## src/design/adc_port_pkg.sv

```systemverilog
// shared constants for the converter digital port
package adc_port_pkg;
  localparam int CHANNELS = 8; // channel count
  localparam int DATA_W = 10; // bits per sample
  localparam int MSB_POS = 9; // msb sits on the highest data pin
  localparam int PIPE_LAT = 7; // sampling periods from sample to output
  localparam int RECOVER_CYCLES = 7; // invalid periods after leaving sleep
  localparam int REC_W = 3; // width of recovery counter
  localparam logic [9:0] CODE_POS_FS = 10'h3ff; // +fs - 1 lsb
  localparam logic [9:0] CODE_HALF_POS = 10'h300; // +1/2 fs
  localparam logic [9:0] CODE_ZERO = 10'h200; // bipolar zero
  localparam logic [9:0] CODE_HALF_NEG = 10'h100; // -1/2 fs
  localparam logic [9:0] CODE_NEG_FS = 10'h000; // -fs
  localparam int CLK_MHZ = 100; // core clock rate
  localparam int MIN_RATE_MSPS = 5; // least sampling rate
  // longest core cycles between sampling edges at the least rate (round down)
  localparam int MAX_GAP_CYCLES = CLK_MHZ / MIN_RATE_MSPS;
  localparam int GAP_W = 5; // width of the gap counter
  localparam int DUTY_LO_TIGHT = 48; // bypass window, percent
  localparam int DUTY_HI_TIGHT = 52;
  localparam int DUTY_LO_WIDE = 30; // conditioned window, percent
  localparam int DUTY_HI_WIDE = 70;
  localparam int DUTY_W = 7; // percent value width
endpackage

```

## src/design/sample_clock_monitor.sv

```systemverilog
// measures the sampled clock: edges, duty cycle and rate
`timescale 1ns/1ns
`default_nettype none
module sample_clock_monitor #(
  parameter int CNT_W = 8
) (
  input wire logic core_clk,
  input wire logic rst_n,
  input wire logic sclk_sync, // already synchronised sampling clock
  input wire logic duty_adjust_select, // synchronised select level
  output logic rise_pulse, // one-cycle pulse per rising edge
  output logic fall_pulse, // one-cycle pulse per falling edge
  output logic duty_ok, // duty within allowed window for the mode
  output logic rate_ok // sampling rate at or above the floor
);
  initial begin
    if (CNT_W < 6) $error("count width too small for the rate floor");
  end

  logic prev_r, prev_nxt; // last clock level
  logic [CNT_W-1:0] hi_r, hi_nxt; // high time in core cycles
  logic [CNT_W-1:0] per_r, per_nxt; // running period count
  logic [CNT_W-1:0] hi_last_r, hi_last_nxt; // high time of last period
  logic duty_ok_r, duty_ok_nxt;
  logic rate_ok_r, rate_ok_nxt;
  logic [CNT_W+6:0] hi_pct; // scaled high time
  logic [CNT_W+6:0] per_pct; // period in core cycles (per_r + 1), unscaled
  logic rise, fall;

  // edge detect, counting and duty/rate judgement
  always_comb begin
    rise = sclk_sync & ~prev_r;
    fall = ~sclk_sync & prev_r;
    prev_nxt = sclk_sync;
    hi_nxt = hi_r;
    per_nxt = per_r;
    hi_last_nxt = hi_last_r;
    duty_ok_nxt = duty_ok_r;
    rate_ok_nxt = rate_ok_r;
    hi_pct = (CNT_W+7)'(hi_last_r) * (CNT_W+7)'(100);
    per_pct = (CNT_W+7)'(per_r) + (CNT_W+7)'(1);
    if (per_r != {CNT_W{1'b1}}) begin
      per_nxt = per_r + 1'b1; // saturate so a stopped clock is seen
    end
    if (sclk_sync && hi_r != {CNT_W{1'b1}}) begin
      hi_nxt = hi_r + 1'b1;
    end
    if (fall) begin
      hi_last_nxt = hi_r;
    end
    if (rise) begin
      // duty tolerance follows the conditioning mode
      if (duty_adjust_select) begin
        duty_ok_nxt = hi_pct >= per_pct * (CNT_W+7)'(adc_port_pkg::DUTY_LO_WIDE) &&
                      hi_pct <= per_pct * (CNT_W+7)'(adc_port_pkg::DUTY_HI_WIDE);
      end else begin
        duty_ok_nxt = hi_pct >= per_pct * (CNT_W+7)'(adc_port_pkg::DUTY_LO_TIGHT) &&
                      hi_pct <= per_pct * (CNT_W+7)'(adc_port_pkg::DUTY_HI_TIGHT);
      end
      rate_ok_nxt = 1'b1;
      per_nxt = '0;
      // the rise cycle is already high, so it counts as the first high cycle
      hi_nxt = CNT_W'(1);
    end
    if (per_r >= CNT_W'(adc_port_pkg::MAX_GAP_CYCLES)) begin
      rate_ok_nxt = 1'b0;
    end
  end

  // state registers
  always_ff @(posedge core_clk or negedge rst_n) begin
    if (!rst_n) begin
      prev_r <= 1'b0;
      hi_r <= '0;
      per_r <= '0;
      hi_last_r <= '0;
      duty_ok_r <= 1'b0;
      rate_ok_r <= 1'b0;
    end else begin
      prev_r <= prev_nxt;
      hi_r <= hi_nxt;
      per_r <= per_nxt;
      hi_last_r <= hi_last_nxt;
      duty_ok_r <= duty_ok_nxt;
      rate_ok_r <= rate_ok_nxt;
    end
  end

  assign rise_pulse = rise;
  assign fall_pulse = fall;
  assign duty_ok = duty_ok_r;
  assign rate_ok = rate_ok_r;
endmodule
`default_nettype wire

```

## src/design/channel_pipeline.sv

```systemverilog
// one channel's conversion pipeline with sleep invalidation and recovery
`timescale 1ns/1ns
`default_nettype none
module channel_pipeline #(
  parameter int WIDTH = 10,
  parameter int DEPTH = 7,
  parameter int RECOVER = 7
) (
  input wire logic core_clk,
  input wire logic rst_n,
  input wire logic sample_en, // one pulse per sampling period
  input wire logic awake, // synchronised sleep pin, high = run
  input wire logic [WIDTH-1:0] sample_in, // quantised input code
  output logic [WIDTH-1:0] data_out, // head of the pipeline
  output logic data_valid // output word may be trusted
);
  initial begin
    if (DEPTH < 1 || RECOVER < 1 || RECOVER > 15) $error("bad pipeline parameters");
  end

  logic [WIDTH-1:0] stage_r [DEPTH]; // pipeline storage
  logic [WIDTH-1:0] stage_nxt [DEPTH];
  logic [3:0] rec_r, rec_nxt; // periods still to wait after wake
  logic valid_r, valid_nxt;

  // shift on each sample, flush on sleep
  always_comb begin
    for (int i = 0; i < DEPTH; i++) begin
      stage_nxt[i] = stage_r[i];
    end
    rec_nxt = rec_r;
    valid_nxt = valid_r;
    if (!awake) begin
      // contents are lost whether or not the clock runs
      for (int i = 0; i < DEPTH; i++) begin
        stage_nxt[i] = '0;
      end
      rec_nxt = 4'(RECOVER);
      valid_nxt = 1'b0;
    end else if (sample_en) begin
      stage_nxt[0] = sample_in;
      for (int i = 1; i < DEPTH; i++) begin
        stage_nxt[i] = stage_r[i-1];
      end
      if (rec_r != 4'h0) begin
        rec_nxt = rec_r - 4'h1;
      end
      valid_nxt = (rec_r <= 4'h1);
    end
  end

  // storage registers
  always_ff @(posedge core_clk or negedge rst_n) begin
    if (!rst_n) begin
      for (int i = 0; i < DEPTH; i++) begin
        stage_r[i] <= '0;
      end
      rec_r <= 4'(RECOVER);
      valid_r <= 1'b0;
    end else begin
      for (int i = 0; i < DEPTH; i++) begin
        stage_r[i] <= stage_nxt[i];
      end
      rec_r <= rec_nxt;
      valid_r <= valid_nxt;
    end
  end

  assign data_out = stage_r[DEPTH-1];
  assign data_valid = valid_r;

  wake_wait_a: assert property (@(posedge core_clk) disable iff (!rst_n)
    $fell(awake) |=> !data_valid) else $error("valid survived sleep");
  sleep_flush_a: assert property (@(posedge core_clk) disable iff (!rst_n)
    !awake |=> data_out == '0) else $error("pipeline not flushed");
endmodule
`default_nettype wire

```

## src/design/adc_digital_port_control.sv

```systemverilog
// digital port of the eight-channel converter: clocking, coding, enables, sleep
`timescale 1ns/1ns
`default_nettype none
// Notes on behaviour
// - both sampling clock edges used, ideal 50%
// - select low bypasses conditioning, 48-52% duty
// - select high conditions clock, 30-70% duty
// - straight offset binary, msb on pin nine
// - fixed code points from full scale down
// - one low enable drives all eight buses
// - enable high tri-states every channel
// - per channel low sleep input powers down
// - sleep invalidates whole channel pipeline
// - seven clocks of invalid data after wake
module adc_digital_port_control #(
  parameter int NCH = adc_port_pkg::CHANNELS,
  parameter int DW = adc_port_pkg::DATA_W,
  parameter int LAT = adc_port_pkg::PIPE_LAT
) (
  input wire logic core_clk,
  input wire logic rst_n,
  input wire logic sample_clk_pin, // sampling clock arriving on a pin
  input wire logic duty_adjust_select, // high = clock conditioning active
  input wire logic output_enable_n, // shared, active low
  input wire logic [NCH-1:0] channel_sleep_n, // per channel, low = power down
  input wire logic [NCH*DW-1:0] quantised_in, // raw codes from the analog core
  output logic [NCH*DW-1:0] data_o, // data bus drive values
  output logic [NCH*DW-1:0] data_oe, // data bus enables, high = driving
  output logic [NCH-1:0] data_valid, // per channel word trustworthy
  output logic clock_duty_ok, // duty within window of the selected mode
  output logic clock_rate_ok, // sampling rate at or above the floor
  output logic sample_strobe // one pulse per captured sample
);
  initial begin
    if (DW != adc_port_pkg::DATA_W || NCH < 1 || LAT < 1) $error("unsupported size");
  end

  // two-stage synchronisers for every pin input
  logic sclk_s1_r, sclk_s2_r;
  logic dsel_s1_r, dsel_s2_r;
  logic oe_s1_r, oe_s2_r;
  logic [NCH-1:0] slp_s1_r, slp_s2_r;

  always_ff @(posedge core_clk or negedge rst_n) begin
    if (!rst_n) begin
      sclk_s1_r <= 1'b0;
      sclk_s2_r <= 1'b0;
      dsel_s1_r <= 1'b0;
      dsel_s2_r <= 1'b0;
      oe_s1_r <= 1'b1; // outputs start released
      oe_s2_r <= 1'b1;
      slp_s1_r <= '0; // channels start asleep
      slp_s2_r <= '0;
    end else begin
      sclk_s1_r <= sample_clk_pin;
      sclk_s2_r <= sclk_s1_r;
      dsel_s1_r <= duty_adjust_select;
      dsel_s2_r <= dsel_s1_r;
      oe_s1_r <= output_enable_n;
      oe_s2_r <= oe_s1_r;
      slp_s1_r <= channel_sleep_n;
      slp_s2_r <= slp_s1_r;
    end
  end

  logic rise_p, fall_p, duty_ok_w, rate_ok_w;

  // clock watch: both edges seen, duty checked per mode
  sample_clock_monitor #(.CNT_W(8)) u_mon (
    .core_clk(core_clk),
    .rst_n(rst_n),
    .sclk_sync(sclk_s2_r),
    .duty_adjust_select(dsel_s2_r),
    .rise_pulse(rise_p),
    .fall_pulse(fall_p),
    .duty_ok(duty_ok_w),
    .rate_ok(rate_ok_w)
  );

  // rising edge arms the phase; the falling edge after it advances the pipeline and latches the code
  logic phase_r, phase_nxt; // high between rise and fall
  logic adv_r, adv_nxt; // pipeline advance pulse
  always_comb begin
    phase_nxt = phase_r;
    adv_nxt = 1'b0;
    if (rise_p) begin
      phase_nxt = 1'b1;
    end
    if (fall_p && phase_r) begin
      phase_nxt = 1'b0;
      adv_nxt = 1'b1;
    end
  end

  always_ff @(posedge core_clk or negedge rst_n) begin
    if (!rst_n) begin
      phase_r <= 1'b0;
      adv_r <= 1'b0;
    end else begin
      phase_r <= phase_nxt;
      adv_r <= adv_nxt;
    end
  end

  logic [NCH*DW-1:0] pipe_data;
  logic [NCH-1:0] pipe_valid;

  // one pipeline per channel, all advanced by the same pulse
  genvar ch;
  generate
    for (ch = 0; ch < NCH; ch++) begin : g_ch
      channel_pipeline #(
        .WIDTH(DW),
        .DEPTH(LAT),
        .RECOVER(adc_port_pkg::RECOVER_CYCLES)
      ) u_pipe (
        .core_clk(core_clk),
        .rst_n(rst_n),
        .sample_en(adv_r),
        .awake(slp_s2_r[ch]),
        .sample_in(quantised_in[ch*DW +: DW]),
        .data_out(pipe_data[ch*DW +: DW]),
        .data_valid(pipe_valid[ch])
      );
    end
  endgenerate

  // output stage: codes pass straight through, bit 9 is msb
  logic [NCH*DW-1:0] dout_r, dout_nxt;
  logic [NCH*DW-1:0] doe_r, doe_nxt;
  logic [NCH-1:0] dval_r, dval_nxt;
  logic duty_r, rate_r, strobe_r, strobe_nxt;

  always_comb begin
    dout_nxt = pipe_data;
    // a single shared enable gates all buses together
    doe_nxt = oe_s2_r ? '0 : '1;
    dval_nxt = pipe_valid & slp_s2_r;
    strobe_nxt = adv_r;
  end

  always_ff @(posedge core_clk or negedge rst_n) begin
    if (!rst_n) begin
      dout_r <= '0;
      doe_r <= '0;
      dval_r <= '0;
      duty_r <= 1'b0;
      rate_r <= 1'b0;
      strobe_r <= 1'b0;
    end else begin
      dout_r <= dout_nxt;
      doe_r <= doe_nxt;
      dval_r <= dval_nxt;
      duty_r <= duty_ok_w;
      rate_r <= rate_ok_w;
      strobe_r <= strobe_nxt;
    end
  end

  assign data_o = dout_r;
  assign data_oe = doe_r;
  assign data_valid = dval_r;
  assign clock_duty_ok = duty_r;
  assign clock_rate_ok = rate_r;
  assign sample_strobe = strobe_r;

  // checks
  oe_release_a: assert property (@(posedge core_clk) disable iff (!rst_n)
    oe_s2_r |=> data_oe == '0) else $error("bus driven while disabled");
  oe_drive_a: assert property (@(posedge core_clk) disable iff (!rst_n)
    !oe_s2_r |=> data_oe == '1) else $error("bus not driven while enabled");
  sleep_invalid_a: assert property (@(posedge core_clk) disable iff (!rst_n)
    !slp_s2_r[0] |=> !data_valid[0]) else $error("sleeping channel valid");
  code_pass_a: assert property (@(posedge core_clk) disable iff (!rst_n)
    1'b1 |=> data_o == $past(pipe_data)) else $error("code altered");
  zero_code_a: assert property (@(posedge core_clk) disable iff (!rst_n)
    pipe_data[DW-1:0] == adc_port_pkg::CODE_ZERO |=>
    data_o[adc_port_pkg::MSB_POS] == 1'b1) else $error("msb misplaced");
  advance_fall_a: assert property (@(posedge core_clk) disable iff (!rst_n)
    adv_r |-> $past(fall_p, 1)) else $error("advance not on fall");
  strobe_follow_a: assert property (@(posedge core_clk) disable iff (!rst_n)
    adv_r |=> sample_strobe) else $error("strobe missing");
  rate_floor_a: assert property (@(posedge core_clk) disable iff (!rst_n)
    !sclk_s2_r [*8] ##1 !sclk_s2_r [*8] ##1 !sclk_s2_r [*8] |-> ##2 !clock_rate_ok)
    else $error("slow clock not flagged");
  // new words are announced by a single-cycle pulse, never a level
  strobe_single_a: assert property (@(posedge core_clk) disable iff (!rst_n)
    sample_strobe |=> !sample_strobe) else $error("strobe longer than one cycle");
  // the shared enable moves all bus bits together, never a part of them
  oe_uniform_a: assert property (@(posedge core_clk) disable iff (!rst_n)
    data_oe == '0 || data_oe == '1) else $error("bus enables split");
  // with every channel awake, words move only on an advance
  data_steady_a: assert property (@(posedge core_clk) disable iff (!rst_n)
    !adv_r && (&slp_s2_r) |-> ##2 $stable(data_o)) else $error("word moved between samples");

  // per channel watch of sleep flushing and the wake recovery window
  genvar chk;
  generate
    for (chk = 0; chk < NCH; chk++) begin : g_chk
      logic [3:0] wake_adv_r, wake_adv_nxt; // advances seen since wake, saturating

      // counts the same advances the channel's recovery counter sees
      always_comb begin
        wake_adv_nxt = wake_adv_r;
        if (!slp_s2_r[chk]) begin
          wake_adv_nxt = '0; // asleep: window starts again
        end else if (adv_r && wake_adv_r != 4'hf) begin
          wake_adv_nxt = wake_adv_r + 4'h1;
        end
      end

      // helper register only
      always_ff @(posedge core_clk or negedge rst_n) begin
        if (!rst_n) begin
          wake_adv_r <= '0;
        end else begin
          wake_adv_r <= wake_adv_nxt;
        end
      end

      // a sleeping channel never reports a valid word
      sleep_quiet_a: assert property (@(posedge core_clk) disable iff (!rst_n)
        !slp_s2_r[chk] |=> !data_valid[chk]) else $error("sleeping channel valid");
      // the flushed pipeline reaches the bus two edges after sleep is seen
      sleep_zero_a: assert property (@(posedge core_clk) disable iff (!rst_n)
        !slp_s2_r[chk] ##1 !slp_s2_r[chk] |=> data_o[chk*DW +: DW] == '0)
        else $error("sleeping channel not flushed");
      // inside the recovery window the word stays marked invalid
      wake_hold_a: assert property (@(posedge core_clk) disable iff (!rst_n)
        wake_adv_r < 4'(adc_port_pkg::RECOVER_CYCLES) |=> !data_valid[chk])
        else $error("valid inside recovery window");
      // once the window is over an awake channel is trusted again
      wake_valid_a: assert property (@(posedge core_clk) disable iff (!rst_n)
        slp_s2_r[chk] && wake_adv_r >= 4'(adc_port_pkg::RECOVER_CYCLES) |=> data_valid[chk])
        else $error("valid missing after recovery");
    end
  endgenerate
endmodule
`default_nettype wire

```

## config.mk

```make
export PLATFORM = sky130hd
export DESIGN_NAME = adc_digital_port_control
export DESIGN_NICKNAME = d
export VERILOG_FILES = /design/src/design/adc_port_pkg.sv /design/src/design/sample_clock_monitor.sv /design/src/design/channel_pipeline.sv /design/src/design/adc_digital_port_control.sv
export SDC_FILE = /design/constraint.sdc
export NUM_CORES = 1
export LEC_CHECK = 0
export BUFFER_PORTS_ARGS = -buffer_cell sky130_fd_sc_hd__buf_4
export CORE_AREA = 5 5 285 203
export CTS_CLUSTER_SIZE = 8
export DETAILED_ROUTE_END_ITERATION = 10
export DIE_AREA = 0 0 290 208
export PLACE_DENSITY = 0.81
export SETUP_SLACK_MARGIN = 0.3
export SLEW_MARGIN = 30
export SYNTH_ARGS = -nofsm -noshare
export SYNTH_HDL_FRONTEND = slang
export SYNTH_SLANG_ARGS = --single-unit
```

## constraint.sdc

```tcl
create_clock -name core_clk -period 11.6 [get_ports core_clk]
set_input_delay 1.16 -clock core_clk [delete_from_list [all_inputs] [get_ports core_clk]]
set_output_delay 1.16 -clock core_clk [all_outputs]
set_load 0.05 [all_outputs]
```

==> qor.txt, run 1 <==
Slowest CP cell: dfrtp_1
Sum Neg Setup Slack: 0 ns
Met2 routed WL: 30100 um
Ys async rst share: 1.00
Post-Syn Instances: 2896
Worst hold stages: 0
Clk slew on worst S/H paths: 0.05 ns
Die area: 60300 sq um
Max-cap viol count: 0
Bufs and invs on worst path: 3
Port-buffer cells: 263
Top sig layer: met4
Setup-failing EPs final: 0
Max Clock Freq: 151 MHz
Final WL: 67600 um
Rows: 72
Setup ws final: 4.97 ns
Vias in the first global route: 21700
Vias: 21000
Worst ir drop on vdd: 0.000132 V
FF-to-FF path depth: 22
CP Data Arrival Time: 7.18 ns
Status: complete, no violations
Yosys cell types: 77
Initial cell density of the core: 0.643
Crit Path Class: reg2reg
Area share of xor/xnor cells in the synthesized design: 0.0187
First-pass GRT wire length: 113000 um
Global route overflow: 0
P&R area growth vs syn: 14.6%
Tot GR Track Use: 0.223
Largest family of logic cells by synthesized area: multiplexers
H-tree depth: 3
Startpoint types: flip-flop
Critical path endpoint category: flip-flop
PostCTS Resize Cnt: 0
Post-Place Setup Slack: 5.03 ns
Core Area: 54800 sq um
CTS Buf Count: 103
Cell mode on critical path: ha_1
Final-stage net count: 3352
WL met1: 32500 um
Worst Setup SP: u_mon.per_r[0]
TritonCTS Sinks: 743
Worst-margin pin slew: 0.976 ns
Worst hold path class: reg2reg
Pins Over Slew Limit: 0
Die Ht: 208 um
Crit-path cells: ha_1 -> nand3_4 -> nor2_1 -> xnor2_1 -> inv_1 -> ha_1 -> ha_1 -> inv_1 -> fa_1 -> inv_1 -> ha_1 -> o21a_1 -> o21a_1 -> o21ai_0 -> nor2b_1 -> xor2_1 -> ha_1 -> a21oi_1 -> a21oi_1 -> a211o_1 -> a21oi_1 -> a221o_1
Hold Crit Start: sclk_s1_r
Mapped Area: 35200 sq um
Skew-Pair Late Insertion Delay: 0.64 ns
Slew headroom: 0.349
Crit-path max FO: 14
Share of layout cells above drive strength 1: 0.149
Cts-stage hold buffer count: 0
Period utilisation layout: 0.571
Largest net degree at the start of global routing: 178
Wire length on met3: 3550 um
Post-synthesis mux area share: 0.163
Wirelength per Cell: 17.3 um
Worst R2R Setup Slack: 4.97 ns
Clk buf depth: 3
Mean Syn Cell Area: 12.2 sq um
Hold Fails Final Rpt: 0
# diodes: 0
WHS Endpoint: sclk_s2_r
RePlAce Congestion: 0.898
Yosys warns: 0
Most frequent cells in the layout: dfrtp_1 (713), nor2b_1 (569), mux2i_1 (564)
Post-synth EDFFs: 0
Number of I/O pins: 264
Clk root buf: clkbuf_16
Critical Path RT: 12.15 ns
Lkg Pwr: 18.3 nW
R2R Path End: u_mon.duty_ok
Post-synth top flop: dfrtp_1
Final min period: 6.63 ns
Synth Register Bits: 743
Clock skew: 0.0322 ns
Compound-Gate Fraction of Synth Area: 0.0376
Reg-to-reg startpoint: u_mon.per_r[0]
Net count after synthesis: 3175
Adder-cell share of the synthesized area: 0.0719
First-pass iteration count of the detailed router: 5
DP HPWL: 44300 um
CP peak stage delay: 0.82 ns
Antenna Nets Post-Route: 0
Drt initial violations: 1314
RSZ-0062 raised after global routing: false
Initial antenna violation count: 0
Commonest non-fill, non-tap cell in the layout: dfrtp_1
Crit path max-delay family: adder cells
DR vias/cell: 5.40
Die width: 290 um
DRC violations left: 0
P per Cell Area: 175 nW/um^2
CTS tree: built
Seq/Total Area, Yosys: 0.529
Post-CTS setup buffers: 0
Synth Area in Simple Gates: 0.134
-- kinds of logic after synthesis --
family                     count (synthesis)
muxes                                    572
buffers and inverters                    323
xor gates and xnor gates                  69
AOI/OAI and AO/OA                        196
DFF                                      743
adders and majority gates                187
and+or+nand+nor                          806
-- area by class of cell --
| cell class | count | area [sq um] |
|---|---|---|
| multi-input cells | 1830 | 15000 |
| repair buffers | 292 | 2380 |
| clock buffers | 181 | 2890 |
| flip-flops and latches | 743 | 18600 |
| well taps | 740 | 926 |
| clock inverters | 7 | 140 |
| inverters | 103 | 392 |
| fillers | 3674 | 14400 |
-- sequential cells by signal (all words and copies together), names as in the netlist, 8 cells and up --
signal                  count
u_mon.hi_last_r             8
g_ch.u_pipe.stage_r       480
g_ch.u_pipe.data_out       80
g_ch.u_pipe.data_valid      8
data_valid                  8
u_mon.hi_r                  8
g_ch.u_pipe.rec_r          32
slp_s1_r                    8
slp_s2_r                    8
u_mon.per_r                 8
data_o                     80
-- power breakdown --
part	internal, W	switching, W	total [W]	leakage, nW
clock	0.00168	0.00108	0.00276	1.43
sequential	0.00265	0.0000627	0.00271	10.2
combinational	0.000646	0.000919	0.00157	6.68
total	0.00497	0.00207	0.00704	18.3
-- worst reg2reg max path, cell delays in order, from the launching register on --
cell,delay [ns]
dfrtp_1,0.82
ha_1,0.55
nand3_4,0.20
nor2_1,0.22
xnor2_1,0.37
inv_1,0.42
ha_1,0.56
ha_1,0.35
inv_1,0.05
fa_1,0.50
inv_1,0.04
ha_1,0.32
o21a_1,0.14
o21a_1,0.18
o21ai_0,0.26
nor2b_1,0.22
xor2_1,0.26
ha_1,0.31
a21oi_1,0.13
a21oi_1,0.08
a211o_1,0.23
a21oi_1,0.15
a221o_1,0.17
-- layer usage --
| metal | vias up | GRT usage |
|---|---|---|
| li1 | 10100 | - |
| met1 | 10400 | 0.332 |
| met2 | 459 | 0.337 |
| met3 | 111 | 0.0487 |
| met4 | 0 | 0.0595 |
| met5 | - | 0 |
-- synth_stat cells, types with 3 or more instances --
| master | n | area (sq um) |
|---|---|---|
| buf_4 | 80 | 601 |
| mux2_2 | 8 | 90.1 |
| nand2_1 | 61 | 229 |
| dfstp_2 | 26 | 683 |
| a211oi_1 | 5 | 37.5 |
| fa_1 | 26 | 521 |
| inv_2 | 3 | 11.3 |
| buf_2 | 60 | 300 |
| nand4_1 | 7 | 43.8 |
| inv_1 | 98 | 368 |
| mux2i_1 | 564 | 5650 |
| a31oi_1 | 9 | 56.3 |
| nor4_1 | 5 | 31.3 |
| nand3_1 | 18 | 90.1 |
| nor3_1 | 27 | 135 |
| nor2_1 | 56 | 210 |
| xnor2_1 | 40 | 350 |
| o21ai_0 | 34 | 170 |
| or3_1 | 3 | 18.8 |
| and3_1 | 17 | 106 |
| a211o_1 | 4 | 35.0 |
| a21boi_0 | 12 | 90.1 |
| and2_1 | 16 | 100 |
| ha_1 | 160 | 2000 |
| o211ai_1 | 13 | 97.6 |
| nor2b_1 | 569 | 3560 |
| a21o_1 | 9 | 67.6 |
| clkbuf_1 | 77 | 289 |
| a21bo_2 | 8 | 80.1 |
| a21oi_1 | 56 | 280 |
| dfrtp_1 | 717 | 17900 |
| o21a_1 | 12 | 90.1 |
| xor2_1 | 25 | 219 |
| nand2b_1 | 16 | 100 |
-- worst max-delay path by stage --
stage | end | depth (start not counted) | slack, ns
after floorplan | u_mon.duty_ok | 23 | 6.20
after global placement | u_mon.duty_ok | 22 | 5.18
after detailed placement | u_mon.duty_ok | 22 | 5.03
after CTS | u_mon.duty_ok | 20 | 4.97
after global routing | u_mon.duty_ok | 20 | 4.51
final | u_mon.duty_ok | 22 | 4.97
-- metrics by stage --
stage	total power (W)	cell area, sq um	utilization	hold slack [ns]	instances
4_1_cts	0.00709	40200	0.734	0.322	3892
6_report	0.00704	40300	0.736	0.321	3896
3_3_place_gp	0.00423	37100	0.678	0.331	3702
3_5_place_dp	0.00430	37200	0.679	0.335	3704
2_1_floorplan	0.00386	35200	-	0.331	2896
5_1_grt	0.00742	40300	0.736	0.330	3896
Power figures use the tool's default switching activity.
==> run 2, diff against run 1 <==
CORE_AREA = 5 5 294 209   (was 5 5 285 203)
DIE_AREA = 0 0 299 214   (was 0 0 290 208)
PLACE_DENSITY = 0.76   (was 0.81)
clock period = 6.3 ns   (was 11.6 ns; I/O delays follow)
==> run 2 against run 1 <==
Effect of this change: sequential share of layout area is essentially flat; core utilization shrank 4.3 points; largest cell class unchanged; die area grew 6.1%; flip-flop and latch count is the same; clock power grew 83%.
==> qor.txt, run 2 (synthesized netlist as in run 1, its figures left out) <==
Startpoint types: flip-flop
CTS tree: built
Post-Place Setup Slack: 0.672 ns (-4.36 ns)
Top reg by flops: g_ch.u_pipe.stage_r
Worst hold path class: in2async
Crit Path Class: reg2reg
Clock skew: 0.0435 ns (+0.0114 ns)
Max Clock Freq: 181 MHz (+20%)
DP HPWL: 44600 um (+0.86%)
Skew-Pair Late Insertion Delay: 0.64 ns (about the same)
Worst ir drop on vdd: 0.000213 V (+62%)
Worst R2R Setup Slack: 0.77 ns (-4.20 ns)
Critical Path RT: 6.82 ns (-5.33 ns)
Port-buffer cells: 263 (unchanged)
Slew headroom: 0.409 (+0.0595)
DR vias/cell: 5.31 (-1.7%)
Final min period: 5.53 ns (-1.10 ns)
Period utilisation layout: 0.878 (+0.306)
Most frequent cells in the layout: dfrtp_1 (712), nor2b_1 (569), mux2i_1 (564)
R2R Path End: u_mon.duty_ok
Layout Utilization: 0.694 (-0.0428)
FF-to-FF path depth: 20 (-9.1%)
Initial cell density of the core: 0.605 (-0.0373)
Worst-margin pin slew: 0.887 ns (-0.0893 ns)
P&R area growth vs syn: 14.6% (about the same)
DRC violations left: 0 (unchanged)
Max-cap viol count: 0 (unchanged)
Die area: 64000 sq um (+6.1%)
Die width: 299 um (+3.1%)
Final-stage net count: 3359 (+0.21%)
CP Data Arrival Time: 6.05 ns (-1.13 ns)
Share of layout cells above drive strength 1: 0.152 (+0.00261)
First-pass iteration count of the detailed router: 4 (-1)
Clk buf depth: 3 (unchanged)
Hold Fails Final Rpt: 0 (unchanged)
Max reg flops: 480 (unchanged)
Final WL: 67400 um (-0.31%)
CTS Buf Count: 103 (unchanged)
Die Ht: 214 um (+2.9%)
Reg-to-reg startpoint: u_mon.per_r[0]
Setup-failing EPs final: 0 (unchanged)
Drt initial violations: 1172 (-11%)
Setup ws final: 0.770 ns (-4.20 ns)
Sum Neg Setup Slack: 0 ns (unchanged)
Status: complete, no violations
TritonCTS Sinks: 743 (unchanged)
Number of I/O pins: 264 (unchanged)
First-pass GRT wire length: 113000 um (about the same)
Clk root buf: clkbuf_16
Largest net degree at the start of global routing: 185 (+3.9%)
Commonest non-fill, non-tap cell in the layout: dfrtp_1
Wirelength per Cell: 17.2 um (-0.95%)
Vias in the first global route: 21500 (-0.94%)
Critical path endpoint category: flip-flop
Global route overflow: 0 (unchanged)
Lkg Pwr: 18.3 nW (about the same)
Post-CTS setup buffers: 0 (unchanged)
Filler Cell Count: 4106 (+12%)
# diodes: 0 (unchanged)
P per Cell Area: 319 nW/um^2 (+83%)
Crit-path max FO: 11 (-3)
Footprint of the multi-input gates: 15000 sq um (unchanged)
Sequential Area: 18600 sq um (about the same)
Antenna Nets Post-Route: 0 (unchanged)
Vias: 20800 (-1.1%)
Initial antenna violation count: 0 (unchanged)
Rows: 74 (+2.8%)
Clk slew on worst S/H paths: 0.06 ns (about the same)
Pins Over Slew Limit: 0 (unchanged)
Core Area: 58100 sq um (+6.2%)
RSZ-0062 raised after global routing: false
H-tree depth: 3 (unchanged)
RePlAce Congestion: 0.850 (-5.4%)
Tot GR Track Use: 0.210 (-0.0134)
run 2: worst max path at each step:
stage | start | end | depth (start not counted)
after global routing | u_mon.per_r[0] | u_mon.duty_ok | 20
after floorplan | u_mon.per_r[1] | u_mon.duty_ok | 23
after CTS | u_mon.per_r[2] | u_mon.duty_ok | 19
final | u_mon.per_r[0] | u_mon.duty_ok | 20
after global placement | u_mon.per_r[1] | u_mon.duty_ok | 22
after detailed placement | u_mon.per_r[2] | u_mon.duty_ok | 19
run 2: layout make-up:
class,count,area share
clock inverters,7,0.00313
flip-flops and latches,743,0.462
repair buffers,299,0.0584
multi-input cells,1830,0.371
inverters,103,0.00971
well taps,760,0.0236
clock buffers,179,0.0718
run 2: metrics by stage:
step	hold WS (ns)	power [W]	cells	cell area (sq um)
finish	0.0314	0.0129	3921	40300
global route	0.0591	0.0136	3921	40300
CTS	0.0530	0.0130	3920	40300
detailed placement	0.336	0.00788	3734	37300
global placement	0.331	0.00779	3734	37300
floorplan	0.331	0.00710	2896	35200
run 2: per-layer routing:
layer  GRT usage  vias up  part of all wire
li1            -    10100                 -
met1       0.314    10300              0.49
met2       0.316      379              0.45
met3      0.0445       87             0.049
met4      0.0510        0             0.018
met5           0        -                 0
run 2: critical path, cell delays in order, from the launching register on:
cell and delay [ns]:
dfrtp_1 0.41, buf_4 0.25, nand3_2 0.22, xnor2_4 0.44
inv_6 0.12, xnor2_2 0.29, inv_1 0.10, fa_1 0.50
inv_1 0.04, ha_1 0.32, a21oi_1 0.22, o21ai_0 0.15
or4_1 0.48, a2111oi_0 0.46, nor3_1 0.12, ha_1 0.31
nand2_1 0.09, nor4_1 0.37, a221o_1 0.22, a22oi_1 0.07
a221o_1 0.26
run 2: report_power, final:
group / internal, W / switching [W] / leakage, nW
clock: 0.00309 / 0.00196 / 1.43
combinational: 0.00117 / 0.00164 / 6.69
sequential: 0.00488 / 0.000123 / 10.2
total: 0.00914 / 0.00372 / 18.3
run 2: what timing repair did:
action                     4_1_cts  5_1_grt
hold endpoints to repair         0        0
resized for setup                0        1
hold buffers                     0        0
setup endpoints to repair        0        1
